<file path="config.mk">
export PLATFORM = sky130hd
export DESIGN_NAME = mfp_top
export DESIGN_NICKNAME = d
export VERILOG_FILES = /design/src/inc/mfp_pkg.sv /design/src/rtl/mfp_top.sv
export SDC_FILE = /design/constraint.sdc
export NUM_CORES = 1
export LEC_CHECK = 0
export BUFFER_PORTS_ARGS = -buffer_cell sky130_fd_sc_hd__clkbuf_2
export CORE_ASPECT_RATIO = 0.9
export CORE_MARGIN = 2
export CORE_UTILIZATION = 64
export CTS_BUF_LIST = sky130_fd_sc_hd__clkbuf_4
export CTS_CLUSTER_SIZE = 20
export DETAILED_ROUTE_END_ITERATION = 8
export PLACE_DENSITY_LB_ADDON = 0.25
export SYNTH_ARGS = -nofsm -noshare
export SYNTH_HDL_FRONTEND = slang
export SYNTH_SLANG_ARGS = --single-unit
</file>
<file path="constraint.sdc">
create_clock -name sys_clk -period 6.6 [get_ports sys_clk]
set_clock_uncertainty 0.1 [all_clocks]
set_input_delay 1.98 -clock sys_clk [delete_from_list [all_inputs] [get_ports sys_clk]]
set_output_delay 1.98 -clock sys_clk [all_outputs]
set_load 0.005 [all_outputs]
</file>
<file path="src/inc/mfp_pkg.sv">
// =====================================================================
// Shared constants and types of the motor fault protection block
// =====================================================================
package mfp_pkg;
   // Register byte offsets
   localparam logic [7:0] MFP_OFS_CTRL = 8'h00;
   localparam logic [7:0] MFP_OFS_SPEED = 8'h04;
   localparam logic [7:0] MFP_OFS_STATE = 8'h08;
   localparam logic [7:0] MFP_OFS_IRQ_STAT = 8'h0c;
   localparam logic [7:0] MFP_OFS_IRQ_EN = 8'h10;
   localparam logic [7:0] MFP_OFS_IRQ_CLR = 8'h14;
   // Control field positions
   localparam int MFP_CTRL_LOCK_PERIOD = 0;
   localparam int MFP_CTRL_OFF_PERIOD = 1;
   localparam int MFP_CTRL_STALL_DIS = 2;
   localparam int MFP_CTRL_THRESH = 3;
   localparam int MFP_CTRL_HYST_LO = 4;
   localparam int MFP_CTRL_FILT_LO = 6;
   localparam int MFP_CTRL_NATIVE150 = 8;
   localparam int MFP_CTRL_LATCH_MODE = 9;
   localparam int MFP_CTRL_WIDTH = 10;
   localparam logic [9:0] MFP_CTRL_RESET = 10'h000;
   localparam int MFP_SPEED_WIDTH = 10;
   localparam logic [9:0] MFP_SPEED_RESET = 10'h000;
   // Interrupt event bit positions
   localparam int MFP_EV_LOCK = 0;
   localparam int MFP_EV_HARD = 1;
   localparam int MFP_EV_LATCH = 2;
   localparam int MFP_EV_LIMIT = 3;
   localparam int MFP_EV_OVER = 4;
   localparam int MFP_EV_PUMP = 5;
   localparam int MFP_EV_THERM = 6;
   localparam int MFP_EV_NUM = 7;
   // Timing
   localparam int MFP_CLK_KHZ = 40000;
   localparam int MFP_LOCK_SHORT_MS = 300;
   localparam int MFP_LOCK_LONG_MS = 600;
   localparam int MFP_LOCK_SHORT_CYC = MFP_LOCK_SHORT_MS * MFP_CLK_KHZ;
   localparam int MFP_LOCK_LONG_CYC = MFP_LOCK_LONG_MS * MFP_CLK_KHZ;
   localparam logic [3:0] MFP_OFF_MULT_LONG = 4'ha;
   localparam logic [3:0] MFP_OFF_MULT_SHORT = 4'h5;
   localparam logic [3:0] MFP_FILT_BASE = 4'h5;
   localparam logic [2:0] MFP_EDGES_RELEASE = 3'h4;
   localparam logic [1:0] MFP_PWM_HOLD = 2'h2;
   localparam logic [3:0] MFP_RETRY_MAX = 4'h8;
   localparam logic [2:0] MFP_RATIO_FULL = 3'h0;
   // Supervisor states
   typedef enum logic [1:0] {
      MFP_RUN = 2'b00,
      MFP_OFF = 2'b01,
      MFP_LATCH = 2'b10
   } mfp_state_e;
   // APB request and answer
   typedef struct packed {
      logic psel;
      logic penable;
      logic pwrite;
      logic [7:0] paddr;
      logic [31:0] pwdata;
   } mfp_apb_req_s;
   typedef struct packed {
      logic pready;
      logic pslverr;
      logic [31:0] prdata;
   } mfp_apb_rsp_s;
endpackage

</file>
<file path="src/rtl/mfp_top.sv">
// What this block does
// - Hall silence times out, outputs off, retry
// - Period select picks 0.3 or 0.6 s
// - Off time is ten or five periods
// - Disable bit suppresses stall detection
// - Two rotations release stall; alarm meanwhile
// - Sine drive over threshold goes 150 degrees
// - Cut drive each PWM cycle at control
// - Two quiet PWM cycles restore sine drive
// - Native 150 mode: one level, always limit
// - Level and hysteresis selects steer references
// - Comparator filter of none, 6, 7, 8
// - Hard overcurrent: off, alarm, retry, release
// - Overvoltage forces 150 degrees without alarm
// - Eight retries latch off until speed reapplied
// - Hard filter one clock longer
//
// Decided for this implementation: the APB register port and the register addresses.
`timescale 1ns/10ps
`default_nettype none
module mfp_top #(
   parameter int LOCK_SHORT_CYC = mfp_pkg::MFP_LOCK_SHORT_CYC,
   parameter int LOCK_LONG_CYC = mfp_pkg::MFP_LOCK_LONG_CYC
) (
   input wire logic sys_clk,
   input wire logic nrst,
   input wire mfp_pkg::mfp_apb_req_s apb_req,
   output mfp_pkg::mfp_apb_rsp_s apb_rsp,
   input wire logic hall_in,
   input wire logic pwm_cycle_start,
   input wire logic cmp_detect,
   input wire logic cmp_control,
   input wire logic cmp_hard,
   input wire logic overvoltage_guard,
   input wire logic supply_release,
   input wire logic supply_pump_low,
   input wire logic thermal_shutdown,
   output logic gate_enable,
   output logic drive_150,
   output logic pwm_terminate,
   output logic fault_alarm,
   output logic rotation_pulse_out,
   output logic rotation_pulse_oe,
   output logic limit_threshold_sel,
   output logic [2:0] limit_ratio_code,
   output logic irq
);
   import mfp_pkg::*;

   // ==================================================================
   // Declarations
   // ==================================================================
   logic [MFP_CTRL_WIDTH-1:0] ctrl_q; // Configuration bits
   logic [MFP_SPEED_WIDTH-1:0] speed_command; // Speed command word
   logic [MFP_EV_NUM-1:0] irq_stat_q; // Sticky events
   logic [MFP_EV_NUM-1:0] irq_en_q; // Event mask
   logic [MFP_EV_NUM-1:0] ev; // One-cycle event pulses
   logic [MFP_EV_NUM-1:0] clr_req; // Clear strobes from software
   mfp_state_e state_q; // Supervisor state
   logic hall_q; // Previous hall level
   logic hall_edge; // Zero crossing seen
   logic [24:0] lock_cnt_q; // Silence and off-time counter
   logic [24:0] lock_lim; // Selected period in cycles
   logic [3:0] off_mult_q; // Periods left in off time
   logic [3:0] off_mult; // Selected off multiple
   logic stall_q; // Stall fault pending release
   logic hard_q; // Hard fault pending release
   logic [3:0] retry_q; // Consecutive hard retries
   logic [2:0] rot_edges_q; // Edges since retry
   logic limit150_q; // 150 degrees by current limit
   logic over150_q; // 150 degrees by overvoltage
   logic [1:0] quiet_q; // PWM cycles without control hit
   logic hit_q; // Control hit in current PWM cycle
   logic [2:0] ov_edges_q; // Edges with supply released
   logic [3:0] need; // Filter length for the limit path
   logic [2:0] filt; // Filtered comparators
   logic [2:0] raw; // Raw comparators
   logic speed_zero; // No speed command
   logic speed_apply; // Speed command reapplied
   logic pump_q; // Previous pump flag
   logic therm_q; // Previous thermal flag
   logic stall_to; // Silence timeout this cycle
   logic hard_trip; // Hard overcurrent trip this cycle
   logic off_done; // Off time ends this cycle
   logic apb_wr; // Completed write
   logic sel_ctrl; // Address decodes
   logic sel_speed;
   logic sel_state;
   logic sel_stat;
   logic sel_en;
   logic sel_clr;
   logic mapped;

   // ==================================================================
   // APB slave
   // ==================================================================
   assign sel_ctrl = apb_req.paddr == MFP_OFS_CTRL;
   assign sel_speed = apb_req.paddr == MFP_OFS_SPEED;
   assign sel_state = apb_req.paddr == MFP_OFS_STATE;
   assign sel_stat = apb_req.paddr == MFP_OFS_IRQ_STAT;
   assign sel_en = apb_req.paddr == MFP_OFS_IRQ_EN;
   assign sel_clr = apb_req.paddr == MFP_OFS_IRQ_CLR;
   assign mapped = sel_ctrl | sel_speed | sel_state | sel_stat | sel_en | sel_clr;
   // Write lands only at the access edge that sees pready
   assign apb_wr = apb_req.psel & apb_req.penable & apb_rsp.pready & apb_req.pwrite & mapped;
   assign clr_req = (apb_wr & sel_clr) ? apb_req.pwdata[MFP_EV_NUM-1:0] : '0;

   // Answer prepared in setup, shown for the one access cycle
   always_ff @(posedge sys_clk or negedge nrst) begin
      if (!nrst) begin
         apb_rsp <= '0;
      end else if (apb_req.psel & ~apb_req.penable) begin
         apb_rsp.pready <= 1'b1;
         apb_rsp.pslverr <= ~mapped;
         apb_rsp.prdata <= '0;
         if (!apb_req.pwrite) begin
            // Read mux; write-only clear reads zero
            if (sel_ctrl) begin
               apb_rsp.prdata <= {22'h000000, ctrl_q};
            end else if (sel_speed) begin
               apb_rsp.prdata <= {22'h000000, speed_command};
            end else if (sel_state) begin
               apb_rsp.prdata <= {16'h0000, retry_q, 2'h0, state_q, 1'b0, over150_q,
                                  limit150_q, hard_q, stall_q, fault_alarm, gate_enable, drive_150};
            end else if (sel_stat) begin
               apb_rsp.prdata <= {25'h0000000, irq_stat_q};
            end else if (sel_en) begin
               apb_rsp.prdata <= {25'h0000000, irq_en_q};
            end
         end
      end else begin
         apb_rsp.pready <= 1'b0;
         apb_rsp.pslverr <= 1'b0;
      end
   end

   // Configuration and speed registers
   always_ff @(posedge sys_clk or negedge nrst) begin
      if (!nrst) begin
         ctrl_q <= MFP_CTRL_RESET;
         speed_command <= MFP_SPEED_RESET;
         irq_en_q <= '0;
      end else if (apb_wr) begin
         if (sel_ctrl) ctrl_q <= apb_req.pwdata[MFP_CTRL_WIDTH-1:0];
         if (sel_speed) speed_command <= apb_req.pwdata[MFP_SPEED_WIDTH-1:0];
         if (sel_en) irq_en_q <= apb_req.pwdata[MFP_EV_NUM-1:0];
      end
   end

   assign speed_zero = speed_command == '0;
   // Reapplied means a nonzero value written while the command was zero
   assign speed_apply = apb_wr & sel_speed & speed_zero & (apb_req.pwdata[MFP_SPEED_WIDTH-1:0] != '0);

   // ==================================================================
   // Interrupts
   // ==================================================================
   // Set beats clear so an event in the clear cycle survives
   always_ff @(posedge sys_clk or negedge nrst) begin
      if (!nrst) begin
         irq_stat_q <= '0;
         irq <= 1'b0;
      end else begin
         irq_stat_q <= (irq_stat_q & ~clr_req) | ev;
         irq <= |(((irq_stat_q & ~clr_req) | ev) & irq_en_q);
      end
   end

   // ==================================================================
   // Comparator filters
   // ==================================================================
   // Length 1 means no filter; else 6, 7 or 8 clocks
   assign need = (ctrl_q[MFP_CTRL_FILT_LO +: 2] == 2'b00) ? 4'h1 :
                 MFP_FILT_BASE + {2'b00, ctrl_q[MFP_CTRL_FILT_LO +: 2]};
   assign raw = {cmp_hard, cmp_control, cmp_detect};

   generate
      for (genvar i = 0; i < 3; i++) begin : g_filt
         logic [3:0] run_q; // Consecutive high clocks, saturating
         logic [3:0] len; // Needed run for this comparator
         // Hard path waits one clock more against pulse current
         assign len = (i == 2) ? need + 4'h1 : need;
         always_ff @(posedge sys_clk or negedge nrst) begin
            if (!nrst) begin
               run_q <= '0;
               filt[i] <= 1'b0;
            end else begin
               if (!raw[i]) begin
                  run_q <= '0;
               end else if (run_q != 4'hf) begin
                  run_q <= run_q + 4'h1;
               end
               filt[i] <= raw[i] && (({1'b0, run_q} + 5'h01) >= {1'b0, len});
            end
         end
      end
   endgenerate

   // ==================================================================
   // Hall edges and fault supervisor
   // ==================================================================
   assign hall_edge = hall_in ^ hall_q;
   assign lock_lim = ctrl_q[MFP_CTRL_LOCK_PERIOD] ? 25'(LOCK_LONG_CYC - 1) : 25'(LOCK_SHORT_CYC - 1);
   assign off_mult = ctrl_q[MFP_CTRL_OFF_PERIOD] ? MFP_OFF_MULT_SHORT : MFP_OFF_MULT_LONG;
   // Silence counts only while driving with a command; disable bit masks it
   assign stall_to = (state_q == MFP_RUN) && !speed_zero && !ctrl_q[MFP_CTRL_STALL_DIS] &&
                     !hall_edge && (lock_cnt_q == lock_lim);
   assign hard_trip = (state_q == MFP_RUN) && filt[2];
   assign off_done = (state_q == MFP_OFF) && (lock_cnt_q == lock_lim) && (off_mult_q == 4'h1);

   // Supervisor state and timing
   always_ff @(posedge sys_clk or negedge nrst) begin
      if (!nrst) begin
         state_q <= MFP_RUN;
         lock_cnt_q <= '0;
         off_mult_q <= '0;
         hall_q <= 1'b0;
      end else begin
         hall_q <= hall_in;
         unique case (state_q)
            MFP_RUN: begin
               if (hard_trip && (ctrl_q[MFP_CTRL_LATCH_MODE] || retry_q == MFP_RETRY_MAX - 4'h1)) begin
                  state_q <= MFP_LATCH;
               end else if (hard_trip || stall_to) begin
                  state_q <= MFP_OFF;
                  lock_cnt_q <= '0;
                  off_mult_q <= off_mult;
               end else if (hall_edge || speed_zero) begin
                  lock_cnt_q <= '0;
               end else begin
                  lock_cnt_q <= lock_cnt_q + 25'h1;
               end
            end
            MFP_OFF: begin
               // Off time runs as whole lock periods
               if (off_done) begin
                  state_q <= MFP_RUN;
                  lock_cnt_q <= '0;
               end else if (lock_cnt_q == lock_lim) begin
                  lock_cnt_q <= '0;
                  off_mult_q <= off_mult_q - 4'h1;
               end else begin
                  lock_cnt_q <= lock_cnt_q + 25'h1;
               end
            end
            MFP_LATCH: begin
               if (speed_apply) begin
                  state_q <= MFP_RUN;
                  lock_cnt_q <= '0;
               end
            end
         endcase
      end
   end

   // Fault flags, retry count and release rotation count
   always_ff @(posedge sys_clk or negedge nrst) begin
      if (!nrst) begin
         stall_q <= 1'b0;
         hard_q <= 1'b0;
         retry_q <= '0;
         rot_edges_q <= '0;
      end else begin
         if (stall_to) stall_q <= 1'b1;
         if (hard_trip) begin
            hard_q <= 1'b1;
            retry_q <= retry_q + 4'h1;
         end
         if (state_q != MFP_RUN || hard_trip || stall_to) begin
            rot_edges_q <= '0;
         end else if (hall_edge && (stall_q || hard_q)) begin
            if (rot_edges_q == MFP_EDGES_RELEASE - 3'h1) begin
               // Two rotations clean: release both
               stall_q <= 1'b0;
               hard_q <= 1'b0;
               retry_q <= '0;
               rot_edges_q <= '0;
            end else begin
               rot_edges_q <= rot_edges_q + 3'h1;
            end
         end
         if (state_q == MFP_LATCH && speed_apply) begin
            hard_q <= 1'b0;
            retry_q <= '0;
         end
      end
   end

   // ==================================================================
   // Current limit and overvoltage drive mode
   // ==================================================================
   // Sine mode leaves via detection or overvoltage
   always_ff @(posedge sys_clk or negedge nrst) begin
      if (!nrst) begin
         limit150_q <= 1'b0;
         quiet_q <= '0;
         hit_q <= 1'b0;
      end else begin
         if (ctrl_q[MFP_CTRL_NATIVE150]) begin
            limit150_q <= 1'b0;
            quiet_q <= '0;
         end else if (!limit150_q && !over150_q && filt[0]) begin
            limit150_q <= 1'b1;
            quiet_q <= '0;
         end else if (limit150_q && pwm_cycle_start) begin
            // Count whole PWM cycles without a control hit
            if (hit_q) begin
               quiet_q <= '0;
            end else if (quiet_q == MFP_PWM_HOLD - 2'h1) begin
               limit150_q <= 1'b0;
               quiet_q <= '0;
            end else begin
               quiet_q <= quiet_q + 2'h1;
            end
         end
         hit_q <= pwm_cycle_start ? 1'b0 : (hit_q | filt[1]);
      end
   end

   // Overvoltage hold, released by zero command or clean rotations
   always_ff @(posedge sys_clk or negedge nrst) begin
      if (!nrst) begin
         over150_q <= 1'b0;
         ov_edges_q <= '0;
      end else if (ctrl_q[MFP_CTRL_NATIVE150]) begin
         over150_q <= 1'b0;
         ov_edges_q <= '0;
      end else if (!over150_q) begin
         over150_q <= overvoltage_guard && !limit150_q && !speed_zero;
         ov_edges_q <= '0;
      end else if (speed_zero) begin
         over150_q <= 1'b0;
      end else if (!supply_release) begin
         ov_edges_q <= '0;
      end else if (hall_edge) begin
         if (ov_edges_q == MFP_EDGES_RELEASE - 3'h1) begin
            over150_q <= 1'b0;
         end
         ov_edges_q <= ov_edges_q + 3'h1;
      end
   end

   // ==================================================================
   // Registered outputs
   // ==================================================================
   // Gates, mode, cut, alarm and rotation pin
   always_ff @(posedge sys_clk or negedge nrst) begin
      if (!nrst) begin
         gate_enable <= 1'b0;
         drive_150 <= 1'b0;
         pwm_terminate <= 1'b0;
         fault_alarm <= 1'b0;
         rotation_pulse_out <= 1'b0;
         rotation_pulse_oe <= 1'b0;
      end else begin
         gate_enable <= (state_q == MFP_RUN) && !hard_trip && !stall_to &&
                        !supply_pump_low && !thermal_shutdown;
         drive_150 <= ctrl_q[MFP_CTRL_NATIVE150] | limit150_q | over150_q;
         // Cut to end of cycle once control level reached; detect level in native 150 mode
         if (pwm_cycle_start) begin
            pwm_terminate <= 1'b0;
         end else if (ctrl_q[MFP_CTRL_NATIVE150] ? filt[0] : (limit150_q & filt[1])) begin
            pwm_terminate <= 1'b1;
         end
         // Overvoltage deliberately stays off the alarm
         fault_alarm <= stall_q | hard_q | (state_q == MFP_LATCH) |
                        supply_pump_low | thermal_shutdown;
         rotation_pulse_out <= hall_in;
         rotation_pulse_oe <= (state_q == MFP_RUN) && !stall_to && !hard_trip;
      end
   end

   // Reference selects for the analog comparators
   always_ff @(posedge sys_clk or negedge nrst) begin
      if (!nrst) begin
         limit_threshold_sel <= 1'b0;
         limit_ratio_code <= MFP_RATIO_FULL;
      end else begin
         limit_threshold_sel <= ctrl_q[MFP_CTRL_THRESH];
         // Code 0 is full level; 1..4 are 0.95 down to 0.80
         limit_ratio_code <= ctrl_q[MFP_CTRL_NATIVE150] ? MFP_RATIO_FULL :
                             {1'b0, ctrl_q[MFP_CTRL_HYST_LO +: 2]} + 3'h1;
      end
   end

   // Event pulses for interrupts
   always_ff @(posedge sys_clk or negedge nrst) begin
      if (!nrst) begin
         pump_q <= 1'b0;
         therm_q <= 1'b0;
      end else begin
         pump_q <= supply_pump_low;
         therm_q <= thermal_shutdown;
      end
   end
   assign ev[MFP_EV_LOCK] = stall_to;
   assign ev[MFP_EV_HARD] = hard_trip;
   assign ev[MFP_EV_LATCH] = hard_trip & (ctrl_q[MFP_CTRL_LATCH_MODE] | (retry_q == MFP_RETRY_MAX - 4'h1));
   assign ev[MFP_EV_LIMIT] = !ctrl_q[MFP_CTRL_NATIVE150] & !limit150_q & !over150_q & filt[0];
   assign ev[MFP_EV_OVER] = !ctrl_q[MFP_CTRL_NATIVE150] & !over150_q & !limit150_q & overvoltage_guard & !speed_zero;
   assign ev[MFP_EV_PUMP] = supply_pump_low & ~pump_q;
   assign ev[MFP_EV_THERM] = thermal_shutdown & ~therm_q;
endmodule // mfp_top
`default_nettype wire

</file>
==> metrics.txt, run 1 <==
IO Port Bufs=58; Detailed Place HPWL=11000 µm; Top FF cell, synth=dfrtp_1; Inserted Clock Buffers=17; drt first pass iters=5; gpl congestion=0.922; remaining antenna violation count after routing=0; Initial Util=65.9%; RSZ-0062 raised after global routing=false; combinational family with the most area after synthesis=simple AND/OR/NAND/NOR gates; pin count of the biggest net entering global routing=76; M2 GR Usage=45.9%; Pwr Density=252 mW/mm²; leakage=3.42 nW; clk slew on worst S/H paths=0.11 ns; #FFs+latches synth=126; Syn Area/Cell=10.2 µm²; CP Max Fanout=19; Post-synth top cells=dfrtp_1, nand2_1, nor2_1; Root Driver=clkbuf_4; critical path arrival=4.59 ns; H-Tree Depth=4; EDFF count, synth=0; Synth area leader=dfrtp_1; simple logic cell fraction of the synthesized area=17.9%; met3 Track Usage GR=7.90%; synth top area cells=dfrtp_1, ha_1, mux2_2; max-cap violations=0; share of the cycle needed by the critical path after routing=64.8%; # diodes=0; hold crit path type=flop to flop; FFs w/ async S/R, synth=100%; Reg2Reg Launch Point=state_q[1]$_DFFE_PN0P_; Final Setup Violations=0; met1 Use GR=41.2%; share of post-route cells with drive strength above 1=17.8%; initial antenna violation count=0; register area=0.00315 mm²; routed len/inst=18.5 µm; fmax=234 MHz; post-route setup TNS=0 ns; Max IR drop VDD=0.177 mV; Synth Area in Compound Gates=16.0%; top-count cell post-synth=dfrtp_1; global-route wire length before repair=26500 µm; clk sink count=126; GRT overflow=0; Core Region=0.0102 mm²; Synth Instances=660; area occupied by multi-input gates=0.00333 mm²; GRT Util Overall=29.4%; drt total wl=15900 µm; TritonCTS clock tree=yes; Synth top area share=46.7%; Required @ worst endpoint=6.92 ns; worst slew pin tran=1.03 ns; P&R area growth vs syn=8.41%; Post-Syn Area=0.00675 mm²; final hold violation count=0; Max clock buf depth=2; Top-Level Pins=99; mux contribution to synthesized area=6.76%; worst-skew pair later-pin latency=0.53 ns; Nets=800; Slew HR=31.1%; Cell Rows=35; vias per cell=6.35; via count=5450; Synth Area in XOR/XNOR=2.07%; Die W=112 µm; Resized cells post-CTS=0; kind of critical path=primary input to flop; die area=0.0114 mm²; CTS Hold Buffers Added=0; # fillers=772; Min Hold Slack=0.326 ns; CP Launch Point=apb_req[34]; Hold Startpoint=ctrl_q[3]$_DFFE_PN0P_; setup bufs post-CTS=0; post-synth cell types=70; fin crit period=4.28 ns; synth warn=0; Seq/Total Area, Yosys=46.7%; Synth Area in Adders=5.56%; global routing's busiest layer=met2; Initial DRC Count=513; die height=101 µm; status=completed; Worst setup EP type=flop; Slew Limit Fails=0; residual DRC count=0; vias in the first global route=5348; Startpoint Class=primary input
path summary, 6_finish.rpt:
path | end | slack, ns | cells past startpoint
min reg2reg | limit_threshold_sel$_DFF_PN0_ | 0.33 | 0
max in group asynchronous | apb_rsp[7]$_DFFE_PN0P_ | 3.68 | 2
max reg2reg | lock_cnt_q[7]$_DFFE_PN0P_ | 3.48 | 8
min in group asynchronous | quiet_q[0]$_DFFE_PN0P_ | 1.48 | 1
min | limit_threshold_sel$_DFF_PN0_ | 0.33 | 0
max | lock_cnt_q[20]$_DFFE_PN0P_ | 2.32 | 8
per-layer routing:
metal	share of wire [%]	wire length, µm
met2	46	7310
met1	45	7160
met3	7.3	1160
met4	1.6	248
met5	0	0
kinds of logic (layout without fill, tap and decap cells):
kind of cell    Yosys count  count (layout)
other cells               1              18
buf+inv                  69             121
flops                   126             126
simple gates            225             225
mux                      42              42
fa+ha+maj                30              30
compound gates          151             151
xor+xnor                 16              16
report_power, final:
part | leakage (nW) | internal, mW | switching (mW)
clock | 0.138 | 0.221 | 0.286
combinational | 1.62 | 0.164 | 0.269
sequential | 1.67 | 0.838 | 0.0678
total | 3.42 | 1.22 | 0.623
critical path, cell delays in order:
cell	delay [ns]
clkbuf_2	0.43
nor2b_1	0.22
nand4_1	0.11
buf_4	0.22
o31a_1	0.32
nor2_1	0.33
nand2_1	0.50
o41ai_1	0.47
per-stage QoR:
| stage | area (µm²) | utilization [%] | cells | setup slack, ns | power [mW] |
|---|---|---|---|---|---|
| 6_report | 7320 | 71.5 | 858 | 2.32 | 1.85 |
| 5_1_grt | 7320 | 71.5 | 858 | 2.13 | 1.95 |
| 4_1_cts | 7320 | 71.5 | 858 | 2.42 | 1.85 |
| 3_5_place_dp | 7060 | 68.9 | 826 | 1.84 | 1.35 |
| 3_3_place_gp | 7060 | 68.9 | 826 | 1.91 | 1.32 |
| 2_1_floorplan | 6820 | - | 677 | 2.67 | 1.21 |
cell usage in the layout, fill, tap and decap left out, types with 15 or more instances in the layout:
cell / count
nand3_1: 19
inv_1: 28
mux2_2: 28
o21ai_0: 22
nand2_1: 56
dfrtp_1: 126
clkbuf_4: 18
ha_1: 30
nor2b_1: 15
clkbuf_2: 57
conb_1: 18
a21oi_1: 26
nor2_1: 54
flip-flops by register name (all words and copies together) (netlist names), 2 cells and up:
register / count
lock_cnt_q: 25
apb_rsp: 16
g_filt.run_q: 12
ctrl_q: 10
speed_command: 10
irq_en_q: 7
irq_stat_q: 7
off_mult_q: 4
retry_q: 4
filt: 3
limit_ratio_code: 3
ov_edges_q: 3
rot_edges_q: 3
quiet_q: 2
state_q: 2
layout make-up:
| class | count | area share, % |
|---|---|---|
| Clock buffer | 18 | 1.85 |
| Clock inverter | 14 | 1.73 |
| Inverter | 29 | 1.49 |
| Multi-Input combinational cell | 482 | 45.5 |
| Sequential cell | 126 | 43.1 |
| Tap cell | 129 | 2.20 |
| Timing Repair Buffer | 60 | 4.20 |
Power figures use the tool's default switching activity.
==> run 2, diff against run 1 <==
ABC_AREA = 1   (was default)
CORE_UTILIZATION = 60   (was 64)
clock period = 4.1 ns   (was 6.6 ns; I/O delays follow)
==> metrics.txt, run 2 <==
drt total wl=15600 µm; Top-Level Pins=99; crit-path leading delay family=buffers and inverters; Max IR drop VDD=0.288 mV; Resized cells post-CTS=0; most flop-heavy register=lock_cnt_q; Syn Area/Cell=7.56 µm²; share of the cycle needed by the critical path after routing=67.6%; Synth area leader=dfrtp_1; Top FF cell, synth=dfrtp_1; CP Cell Sequence=inv_1 -> ha_1 -> nand2_1 -> inv_1 -> nand2_1 -> buf_4 -> inv_1 -> a21oi_4 -> nand3_4 -> inv_6 -> nor2_1; clk sink count=126; Synth Instances=957; die height=108 µm; EDFF count, synth=0; CP Max Fanout=46; pin count of the biggest net entering global routing=53; final hold violation count=0; synth warn=0; pre-CTS WS=0.834 ns; worst slew pin tran=0.673 ns; post-route setup TNS=0 ns; most frequent cells in the layout=nand2_1, dfrtp_1, inv_1, nor2_1, nand3_1; post-synth cell types=42; # diodes=0; Final Setup Violations=0; Max clock buf depth=2; critical path arrival=3.11 ns; Largest register FFs=25; #FFs+latches synth=126; Post-synth top cells=nand2_1, dfrtp_1, inv_1; biggest regs=lock_cnt_q: 25 flops, apb_rsp: 16 flops, g_filt.run_q: 12 flops; clk slew on worst S/H paths=0.11 ns; GRT overflow=0; fin crit period=2.77 ns; fmax=361 MHz; share of post-route cells with drive strength above 1=12.8%; Slew HR=55.0%; Initial Util=60.9%; routed len/inst=13.1 µm; Post-Syn Area=0.00723 mm²; residual DRC count=0; fin util=66.7%; Die W=120 µm; status=completed; WP buf/inv=5; Detailed Place HPWL=11700 µm; via count=6223; setup ws final=1.33 ns; leakage=4.18 nW; kind of critical path=flop to flop; worst-skew pair later-pin latency=0.56 ns; hold crit path type=flop to flop; H-Tree Depth=4; Pwr Density=432 mW/mm²; CTS Hold Buffers Added=0; Initial DRC Count=493; setup bufs post-CTS=0; max incr delay on CP=0.40 ns; Core Region=0.0119 mm²; P&R area growth vs syn=9.53%; Design Power=3.42 mW; initial antenna violation count=0; most used cell, CP=inv_1; crit path max-delay cell type=buf_4; Inserted Clock Buffers=17; Non-Filler Instances=1193; die area=0.0130 mm²; Root Driver=clkbuf_4; Slew Limit Fails=0; Required @ worst endpoint=4.43 ns; Cell Rows=38; Seq/Total Area, Yosys=43.6%; Synth top area share=43.6%; Startpoint Class=flop; GRT Util Overall=26.0%; TritonCTS clock tree=yes; vias per cell=5.22; Worst setup EP type=flop; # fillers=995; gpl congestion=0.942; remaining antenna violation count after routing=0; vias in the first global route=5563; most common cell after layout, fill and taps aside=nand2_1; synth top area cells=dfrtp_1, nand2_1, inv_1; Nets=1104; global-route wire length before repair=26300 µm; RSZ-0062 raised after global routing=false; cell total after placement=1161; drt first pass iters=5; top-count cell post-synth=nand2_1; IO Port Bufs=58; FFs w/ async S/R, synth=100%; max-cap violations=0
==> run 2: cells by family (layout without fill, tap and decap cells) <==
group,Yosys count,after routing,share of synthesized area [%]
AOI/OAI and AO/OA,99,99,7.75
and+or+nand+nor,522,522,31.9
buffers and inverters,168,227,10.2
adders and majority gates,30,30,5.19
other,1,18,0.0518
xor gates and xnor gates,11,11,1.33
DFF,126,126,43.6
==> run 2: final cells by class <==
| type | instances | area (µm²) | share of cell area [%] |
|---|---|---|---|
| flip-flops and latches | 126 | 3150 | 39.8 |
| multi-input cells | 680 | 3410 | 43.0 |
| well taps | 160 | 200 | 2.53 |
| clock inverters | 9 | 141 | 1.78 |
| repair buffers | 65 | 358 | 4.52 |
| inverters | 130 | 493 | 6.22 |
| clock buffers | 23 | 173 | 2.18 |
==> run 2: worst paths after layout <==
kind,slack [ns],cells past startpoint,endpoint,start
max in group asynchronous,2.43,2,apb_rsp[6]$_DFFE_PN0P_,nrst
min in group asynchronous,0.58,1,g_filt[0].run_q[2]$_DFFE_PN0P_,nrst
max reg2reg,1.33,11,lock_cnt_q[5]$_DFFE_PN0P_,state_q[0]$_DFFE_PN0P_
min reg2reg,0.35,0,limit_threshold_sel$_DFF_PN0_,ctrl_q[3]$_DFFE_PN0P_
max,1.33,11,lock_cnt_q[5]$_DFFE_PN0P_,state_q[0]$_DFFE_PN0P_
min,0.35,0,limit_threshold_sel$_DFF_PN0_,ctrl_q[3]$_DFFE_PN0P_
==> run 2: per-layer routing <==
metal | part of all wire (%) | vias up | track usage, % | wire length [µm]
li1 | - | 3160 | - | -
met1 | 48 | 2838 | 37.5 | 7540
met2 | 43 | 196 | 38.3 | 6680
met3 | 7.4 | 29 | 7.54 | 1160
met4 | 1.6 | 0 | 7.65 | 250
met5 | 0 | - | 0 | 0
==> run 2: through the flow <==
stage	instance area, µm²	hold WS, ns
2_1_floorplan	7300	0.275
3_3_place_gp	7610	0.324
3_5_place_dp	7610	0.330
4_1_cts	7920	0.355
5_1_grt	7920	0.366
6_report	7920	0.351
==> run 2: power breakdown <==
part | switching [mW] | leakage, nW | total (mW) | internal, mW
Clock | 0.435 | 0.175 | 0.952 | 0.517
Combinational | 0.697 | 2.37 | 1.02 | 0.320
Sequential | 0.0939 | 1.63 | 1.46 | 1.36
Total | 1.23 | 4.18 | 3.42 | 2.20
